### src/hw/hcs_pkg.sv
package hcs_pkg;

   localparam logic [7:0] CMD_OFFSET  = 8'h20;
   localparam logic [7:0] STS_OFFSET  = 8'h24;

   // Command register fields
   localparam int CMD_RS_BIT   = 0;
   localparam int CMD_RST_BIT  = 1;
   localparam int CMD_FLS_LSB  = 2;

   // Status register fields
   localparam int STS_EVT_LSB  = 0;
   localparam int STS_HSE_BIT  = 4;
   localparam int STS_HCH_BIT  = 12;
   localparam int STS_RECL_BIT = 13;
   localparam int STS_PSS_BIT  = 14;
   localparam int STS_ASS_BIT  = 15;

   localparam int EVT_W        = 6;

   localparam logic [1:0] FLS_1024   = 2'h0;
   localparam logic [1:0] FLS_512    = 2'h1;
   localparam logic [1:0] FLS_256    = 2'h2;
   localparam logic [1:0] FLS_RSVD   = 2'h3;
   localparam logic [1:0] FLS_RESET  = FLS_1024;
   localparam logic       HCH_RESET  = 1'h1;

   localparam int FIDX_W       = 14;
   localparam int LIST_IDX_W   = 10;
   localparam int RST_CYCLES   = 16;

   typedef enum logic [1:0] {
      HCS_HALTED   = 2'h0,
      HCS_RUNNING  = 2'h1,
      HCS_STOPPING = 2'h3,
      HCS_RESET    = 2'h2
   } hcs_state_type;

   typedef struct packed {
      logic        wr;
      logic        rd;
      logic [7:0]  addr;
      logic [31:0] wdata;
   } hcs_req_type;

   typedef struct packed {
      logic       async_status;
      logic       periodic_status;
      logic       reclamation;
   } hcs_sched_type;

endpackage

### src/hw/hcs_cmd_status.sv
// Function
// - List size resets 00b; 1024/512/256, 11b reserved
// - List size writable only when capability set
// - List size picks frame index bits used
// - Soft reset reinitialises pipelines, timers, state machines
// - Soft reset aborts bus transaction immediately
// - Soft reset drives no downstream bus reset
// - Soft reset leaves configuration space untouched
// - Soft reset clears operational regs, releases ports
// - Reset bit self-clears when reset finishes
// - Writing zero cannot cut reset short
// - Run/stop one runs schedule, zero stops
// - Clearing run/stop drains pipeline, then halts
// - Status flags clear by writing one
// - Status holds no per-transaction results
// - Status register decoded at offset 24h
// - Halted resets one, zero while running
// - Host system error clears run/stop
`timescale 1ns/100ps
`default_nettype none
module hcs_cmd_status #(
   parameter int RST_CYCLES = hcs_pkg::RST_CYCLES
) (
   input  wire logic                               clock_i,
   input  wire logic                               nrst_i,
   input  wire hcs_pkg::hcs_req_type               reg_req_i,
   output logic [31:0]                             reg_rdata_o,
   output logic                                    reg_rvalid_o,
   input  wire logic                               programmable_list_capable_i,
   input  wire logic [hcs_pkg::EVT_W-1:0]          status_event_i,
   input  wire logic                               host_system_error_i,
   input  wire hcs_pkg::hcs_sched_type             sched_status_i,
   input  wire logic                               pipeline_idle_i,
   input  wire logic [hcs_pkg::FIDX_W-1:0]         frame_index_i,
   output logic [hcs_pkg::LIST_IDX_W-1:0]          frame_list_index_o,
   output logic [1:0]                              frame_list_size_o,
   output logic                                    schedule_run_o,
   output logic                                    soft_reset_o,
   output logic                                    abort_transfer_o,
   output logic                                    port_release_o
);

   hcs_pkg::hcs_state_type state_ff;
   hcs_pkg::hcs_state_type nxt_state;

   logic                        run_stop_ff;
   logic                        nxt_run_stop;
   logic [1:0]                  fls_ff;
   logic [1:0]                  nxt_fls;
   logic                        halted_ff;
   logic [hcs_pkg::EVT_W-1:0]   flags_ff;
   logic [hcs_pkg::EVT_W-1:0]   nxt_flags;
   logic [15:0]                 rst_cnt_ff;
   logic [15:0]                 nxt_rst_cnt;
   logic [31:0]                 rdata_ff;
   logic                        rvalid_ff;
   logic                        abort_ff;

   wire       resetting = (state_ff == hcs_pkg::HCS_RESET);
   wire       cmd_wr    = reg_req_i.wr &&
                          (reg_req_i.addr == hcs_pkg::CMD_OFFSET);
   wire       sts_wr    = reg_req_i.wr &&
                          (reg_req_i.addr == hcs_pkg::STS_OFFSET);
   wire       rst_req   = cmd_wr && !resetting &&
                          reg_req_i.wdata[hcs_pkg::CMD_RST_BIT];
   wire       rst_done  = resetting &&
                          (rst_cnt_ff == 16'(RST_CYCLES - 1));
   wire [1:0] wr_fls    = reg_req_i.wdata[hcs_pkg::CMD_FLS_LSB +: 2];
   wire       fls_ok    = programmable_list_capable_i &&
                          (wr_fls != hcs_pkg::FLS_RSVD);

   // Every write is ignored mid-reset, so a zero to the reset bit is too
   wire       cmd_take  = cmd_wr && !resetting && !rst_req;

   wire [hcs_pkg::EVT_W-1:0] w1c =
      sts_wr ? reg_req_i.wdata[hcs_pkg::STS_EVT_LSB +: hcs_pkg::EVT_W]
             : '0;

   always_comb
   begin
      nxt_state    = state_ff;
      nxt_run_stop = run_stop_ff;
      nxt_fls      = fls_ff;
      nxt_rst_cnt  = 16'h0000;
      if (cmd_take)
      begin
         nxt_run_stop = reg_req_i.wdata[hcs_pkg::CMD_RS_BIT];
         if (fls_ok)
            nxt_fls = wr_fls;
      end
      if (host_system_error_i)
         nxt_run_stop = 1'b0;
      case (state_ff)
         hcs_pkg::HCS_HALTED:
            if (nxt_run_stop)
               nxt_state = hcs_pkg::HCS_RUNNING;
         hcs_pkg::HCS_RUNNING:
            if (!nxt_run_stop)
               nxt_state = hcs_pkg::HCS_STOPPING;
         hcs_pkg::HCS_STOPPING:
            if (pipeline_idle_i)
               nxt_state = hcs_pkg::HCS_HALTED;
         hcs_pkg::HCS_RESET:
         begin
            nxt_rst_cnt  = rst_cnt_ff + 16'h0001;
            nxt_run_stop = 1'b0;
            nxt_fls      = hcs_pkg::FLS_RESET;
            if (rst_done)
               nxt_state = hcs_pkg::HCS_HALTED;
         end
         default:
            nxt_state = hcs_pkg::HCS_HALTED;
      endcase
      // Reset always overrides; software should only ask when halted
      if (rst_req)
      begin
         nxt_state    = hcs_pkg::HCS_RESET;
         nxt_run_stop = 1'b0;
         nxt_fls      = hcs_pkg::FLS_RESET;
         nxt_rst_cnt  = 16'h0000;
      end
   end

   // Set beats a simultaneous write-one clear
   always_comb
   begin
      nxt_flags = (flags_ff & ~w1c) | status_event_i;
      nxt_flags[hcs_pkg::STS_HSE_BIT] = host_system_error_i ||
         (flags_ff[hcs_pkg::STS_HSE_BIT] && !w1c[hcs_pkg::STS_HSE_BIT]);
      if (resetting || rst_req)
         nxt_flags = '0;
   end

   always_ff @(posedge clock_i)
   begin
      if (!nrst_i)
      begin
         state_ff    <= hcs_pkg::HCS_HALTED;
         run_stop_ff <= 1'b0;
         fls_ff      <= hcs_pkg::FLS_RESET;
         halted_ff   <= hcs_pkg::HCH_RESET;
         flags_ff    <= '0;
         rst_cnt_ff  <= 16'h0000;
         abort_ff    <= 1'b0;
      end
      else
      begin
         state_ff    <= nxt_state;
         run_stop_ff <= nxt_run_stop;
         fls_ff      <= nxt_fls;
         halted_ff   <= (nxt_state == hcs_pkg::HCS_HALTED) ||
                        (nxt_state == hcs_pkg::HCS_RESET);
         flags_ff    <= nxt_flags;
         rst_cnt_ff  <= nxt_rst_cnt;
         abort_ff    <= rst_req;
      end
   end

   // Status carries only controller-level state and causes
   wire [31:0] sts_word = {16'h0000,
                           sched_status_i.async_status,
                           sched_status_i.periodic_status,
                           sched_status_i.reclamation,
                           halted_ff,
                           6'h00,
                           flags_ff};
   wire [31:0] cmd_word = {28'h0000000, fls_ff, resetting, run_stop_ff};
   wire [31:0] rd_mux   =
      (reg_req_i.addr == hcs_pkg::CMD_OFFSET) ? cmd_word :
      (reg_req_i.addr == hcs_pkg::STS_OFFSET) ? sts_word : 32'h00000000;

   always_ff @(posedge clock_i)
   begin
      if (!nrst_i)
      begin
         rdata_ff  <= 32'h00000000;
         rvalid_ff <= 1'b0;
      end
      else
      begin
         rdata_ff  <= reg_req_i.rd ? rd_mux : rdata_ff;
         rvalid_ff <= reg_req_i.rd;
      end
   end

   // Index width follows list size: bits 12:3, 11:3 or 10:3
   wire [hcs_pkg::LIST_IDX_W-1:0] idx_full = frame_index_i[12:3];
   assign frame_list_index_o =
      (fls_ff == hcs_pkg::FLS_512) ? {1'b0, idx_full[8:0]} :
      (fls_ff == hcs_pkg::FLS_256) ? {2'h0, idx_full[7:0]} :
                                     idx_full;

   assign frame_list_size_o = fls_ff;
   assign reg_rdata_o       = rdata_ff;
   assign reg_rvalid_o      = rvalid_ff;
   assign schedule_run_o    = (state_ff == hcs_pkg::HCS_RUNNING);
   // Internal-only reset; port bus reset and config space not driven here
   assign soft_reset_o      = resetting;
   assign abort_transfer_o  = abort_ff;
   assign port_release_o    = resetting;

endmodule
`default_nettype wire

### config.mk
export PLATFORM = sky130hd
export DESIGN_NAME = hcs_cmd_status
export DESIGN_NICKNAME = d
export VERILOG_FILES = /design/src/hw/hcs_pkg.sv /design/src/hw/hcs_cmd_status.sv
export SDC_FILE = /design/constraint.sdc
export NUM_CORES = 1
export LEC_CHECK = 0
export BUFFER_PORTS_ARGS = -buffer_cell sky130_fd_sc_hd__buf_4
export CAP_MARGIN = 5
export CORE_MARGIN = 5
export CORE_UTILIZATION = 46
export DETAILED_ROUTE_END_ITERATION = 6
export PLACE_DENSITY = 0.95
export SYNTH_ARGS = -nofsm -noshare
export SYNTH_HDL_FRONTEND = slang
export SYNTH_SLANG_ARGS = --single-unit
### constraint.sdc
create_clock -name clock_i -period 2.98 [get_ports clock_i]
set_input_delay 0.596 -clock clock_i [delete_from_list [all_inputs] [get_ports clock_i]]
set_output_delay 0.596 -clock clock_i [all_outputs]
set_load 0.02 [all_outputs]
Word-level counts from Yosys, hierarchy flattened
Cells that the tools add are included.

Word-level logic and storage cells: 58. Flip-flop bits (word level): 62. Output and inout port bits: 49. Input bits: 70.

Eq/ne operators: 10. Mux-type cells: 13. $add $sub $neg: 1. Bitwise gates (word level): 5. Reduce and logical (&&, ||, !) cells: 20.

Operator list (number): $mux W16 (2); $mux W10 (2); $add A16 B1 Y16 const B (1); $eq A16 B4 Y1 const B (1); $eq A8 B6 Y1 const B (2); $mux W2 (5); $eq A2 B2 Y1 const B (4); $logic_and A1 B1 Y1 (8); $pmux W2 S4 (1); $and A6 B6 Y6 (1); $mux W6 (1); $not A6 Y6 (1); $or A6 B6 Y6 (1); $reduce_or A3 Y1 (2); $eq A2 B1 Y1 const B (2); $logic_not A2 Y1 (2); $logic_not A1 Y1 (3); $logic_or A1 B1 Y1 (3); $mux W1 (2); $ne A2 B2 Y1 const B (1); $not A1 Y1 (2); $reduce_and A2 Y1 (1); $reduce_or A2 Y1 (1).

Logic depth before layout (Yosys ltp)
Word-level depth: 13. Depth in mapped cells: 7. Depth with buffers taken out: 7.

Least setup slack after synthesis
No wires, ideal clock.

Path kind: input -> register. Start point: input port reg_req_i[36] in the netlist's numbering. End point: register state_ff[1]. Stages on the path: 6. Data required time: 2.884 ns. Slack: 1.180 ns. Setup time: 0.096 ns. Path buffers: 1. Arrival time: 1.704 ns. Cell sequence: nor4b_4 > and2_1 > buf_6 > nand3_4 > maj3_2 > o41ai_2.

Word-level cells in the longest chain between the ends: 11. Elaborated cells on any way between the ends: 12. Those cells by class: eq/ne (1); mux (6); reduce/logical (5).

RTL lines: start, declared (line hcs_cmd_status.sv:26) `input wire hcs_pkg::hcs_req_type reg_req_i,`; $eq A8 B6 Y1 (*) (line hcs_cmd_status.sv:61) `(reg_req_i.addr == hcs_pkg::CMD_OFFSET);`; $logic_and A1 B1 Y1 (*) (line hcs_cmd_status.sv:60) `wire cmd_wr = reg_req_i.wr &&`; $logic_and A1 B1 Y1 (*) (line hcs_cmd_status.sv:64, hcs_cmd_status.sv:73); $logic_and A1 B1 Y1 (line hcs_cmd_status.sv:64) `wire rst_req = cmd_wr && !resetting &&`; $logic_not A1 Y1 (line hcs_cmd_status.sv:73) `wire cmd_take = cmd_wr && !resetting && !rst_req;`; $logic_and A1 B1 Y1 (line hcs_cmd_status.sv:73); $mux W1 (line hcs_cmd_status.sv:85) `if (cmd_take)`; $mux W1 (line hcs_cmd_status.sv:91) `if (host_system_error_i)`; $mux W2, on equally long branches (line hcs_cmd_status.sv:98, hcs_cmd_status.sv:95); $pmux W2 S4 (line hcs_cmd_status.sv:93) `case (state_ff)`; $mux W2 (*) (line hcs_cmd_status.sv:115) `if (rst_req)`; end signal, assigned (line hcs_cmd_status.sv:138) `state_ff <= hcs_pkg::HCS_HALTED;`; end signal, assigned (line hcs_cmd_status.sv:148) `state_ff <= nxt_state;`; end, declared (line hcs_cmd_status.sv:43) `hcs_pkg::hcs_state_type state_ff;`.

Every way passes the cells marked *; elsewhere a longest branch is shown, timed or not. A chain may end at the register's enable or synchronous reset.

Final worst setup path
Start point: input port reg_req_i[33] in the netlist's numbering. End point: register state_ff[1].

Same word-level chain as after synthesis.

==> impl_metrics.toml <==
[status]
status = "finished clean"

[clock_network]
tritoncts = "done"
cts_resized = 0
clock_sinks = 40
post_cts_buffers = 0
cts_buffer_depth = 2
htree_levels = 2
cts_buffers = 5
clk_latency_ns = 0.29
clock-root-buffer = "clkbuf_8"
clkTransAtPathRegs_ns = 0.08
ctsHoldBuffers = 0

[power_and_ir_drop]
switchingPower_uw = 241
power_frac_seq = 0.508
power_density_nw_per_um2 = 458
peakVddDrop_mv = 0.304
p_comb_frac = 0.091
internal_power_uw = 831
leakagePower_uw = 0.000959
power.share.switching = 0.225
clock_power_share = 0.401

[yosys]
syn_area_sq_um = 1990
yosysMostFrequentCell = "dfxtp_1"
synthTopCellsByArea = "dfxtp_1 40%, buf_4 12%, nand3_1 4.3%"
ys_seq_elements = 40
syn_inst = 226
synth_top_cell_by_area = "dfxtp_1"
yosysUniqueCellTypes = 37
ys.flop_type = "dfxtp_1"
synthArstFlopShare = 0
synth_edf_count = 0
synth_common_cells = "40 x dfxtp_1, 31 x buf_4, 21 x nor2_1"
synth_top_area_share = 0.403
ys_warn_count = 0
avgSynthCellArea_sq_um = 8.79
ys_seq_area_frac = 0.403

[min_path]
hp-class = "register to register"

[grt]
gr-usage-met3 = 0.0211
overflow = 0
grt_pass1_wl_um = 6570
grt_pass1_vias = 1466
gr-usage-met2 = 0.264
grtUsageTotal = 0.148
grtUsageMet1 = 0.179
antenna_found_initial = 0
busiest_layer = "met2"
grt_max_degree = 22

[worst_setup_path]
startpoint_type = "primary input"
required_ns = 3.17
cp_max_fo = 8
cpPeakStageDelay_ns = 0.39
end_kind = "register"
slowest_stage = "and2_1"
worstSetupPathType = "primary input to register"
crit_arrival_ns = 2.07
crit_chain = "buf_4 -> nor3_1 -> and2_1 -> nand3_4 -> maj3_2 -> o41ai_2"

[timing]
rsz0062_at_grt = "no"
min_period_ns = 1.88
drv_slew = 0
slew-limit-headroom = 0.558
skew_ns = 0.00420
finalHoldViolations = 0
setup_violations = 0
tns_ns = 0
timing.hold.ws_ns = 0.472
max_freq_mhz = 533
finalCritPeriodShare = 0.630
max_slew.worst_pin.slew_ns = 0.662

[floorplan]
dieWidth_um = 75.7
boundaryPins = 119
die_area_sq_um = 5730
core_area_sq_um = 4260
chipHeight_um = 75.7
num_rows = 24
initial_core_util = 0.466

[placed_design]
portBuffers = 49
place.gp.congestion = 0.819
dp_hpwl_um = 3200
placed_cell_area_sq_um = 2230
dp_cells = 310

[drt]
wl_per_cell_um = 12.8
viasPerCell = 4.95
vias = 1574
drt-total-wl_um = 4080
drt_first_pass_iters = 4
drtIter0Drc = 52
antenna_left = 0
drc = 0

[final_layout]
multi_input_area_sq_um = 982
fin_util = 0.549
fillers = 390
layoutNonFillerInstCount = 318
fin_nets = 336
regArea_sq_um = 801
areaGrowthSynthToFinish_pct = 17.9
drive_gt1_frac = 0.252
finalInstanceArea_sq_um = 2340
diodes = 0

[job]
max_cap_viol_count = 0
[cells by family (layout without fill, tap and decap cells)]
| kind of cell | count (synthesis) | after routing | share of synthesized area |
|---|---|---|---|
| other | 1 | 22 | 0.00189 |
| adder cells (fa/ha/maj) | 2 | 2 | 0.0120 |
| AND/OR/NAND/NOR | 91 | 91 | 0.252 |
| buffers and inverters | 42 | 61 | 0.142 |
| AO/OA/AOI/OAI | 34 | 34 | 0.116 |
| flip-flops | 40 | 40 | 0.403 |
| XOR/XNOR | 14 | 14 | 0.0617 |
| multiplexers | 2 | 2 | 0.0113 |
[metrics by stage]
step | total power [uW] | setup WS, ns
after floorplan | 648 | 1.18
after global placement | 652 | 0.869
after detailed placement | 654 | 0.838
after CTS | 1080 | 1.12
after global routing | 1120 | 0.964
final | 1070 | 1.10
[metal layers]
layer | vias to the layer above | part of all wire
li1 | 796 | -
met3 | 6 | 0.050
met1 | 736 | 0.42
met2 | 36 | 0.51
met4 | 0 | 0.016
met5 | - | 0
[flip-flops by register name, indices dropped and copies added, names as in the netlist]
signal	count
halted_ff	1
run_stop_ff	1
reg_rvalid_o	1
state_ff	2
flags_ff	6
reg_rdata_o	10
abort_transfer_o	1
rst_cnt_ff	16
frame_list_size_o	2
[final timing paths]
kind / cells after the start / slack (ns) / end / start
setup / recovery: 6 / 1.10 / state_ff[1] / reg_req_i[33]
hold reg to reg: 2 / 0.47 / reg_rdata_o[15] / reg_rdata_o[15]
setup reg to reg: 6 / 1.29 / rst_cnt_ff[12] / rst_cnt_ff[0]
hold / removal: 2 / 0.47 / reg_rdata_o[15] / reg_rdata_o[15]
[critical path, delay by kind of cell]
family                     cells  cell delay, ns
buffers and inverters          1            0.11
AOI/OAI and AO/OA              1            0.20
and+or+nand+nor                3            0.83
adders and majority gates      1            0.33
[power by group through the flow]
stage	Combinational (uW)	Sequential, uW	Clock, uW
finish	97.8	544	430
floorplan	90.9	557	0
global route	107	545	467
CTS	97.4	544	442
detailed placement	97.2	557	0
global placement	95.6	556	0
[layout by cell type, fill, tap and decap left out, types with 6 or more instances in the layout]
cell and instances:
buf_4 49, dfxtp_1 40, conb_1 22, nor2_1 21, nand3_1 17, a21oi_1 12, nand2_1 11, nand2b_1 11
xor2_1 9, a21boi_0 7, nand4_1 7, o21a_1 7, nor3_1 6
[final cells by class]
cell class | count | share of cell area
multi-input cells | 165 | 0.419
flip-flops and latches | 40 | 0.342
repair buffers | 49 | 0.157
clock buffers | 5 | 0.0294
well taps | 52 | 0.0278
clock inverters | 3 | 0.0182
inverters | 4 | 0.00641
Note: power is estimated with default switching activity, not from simulation.
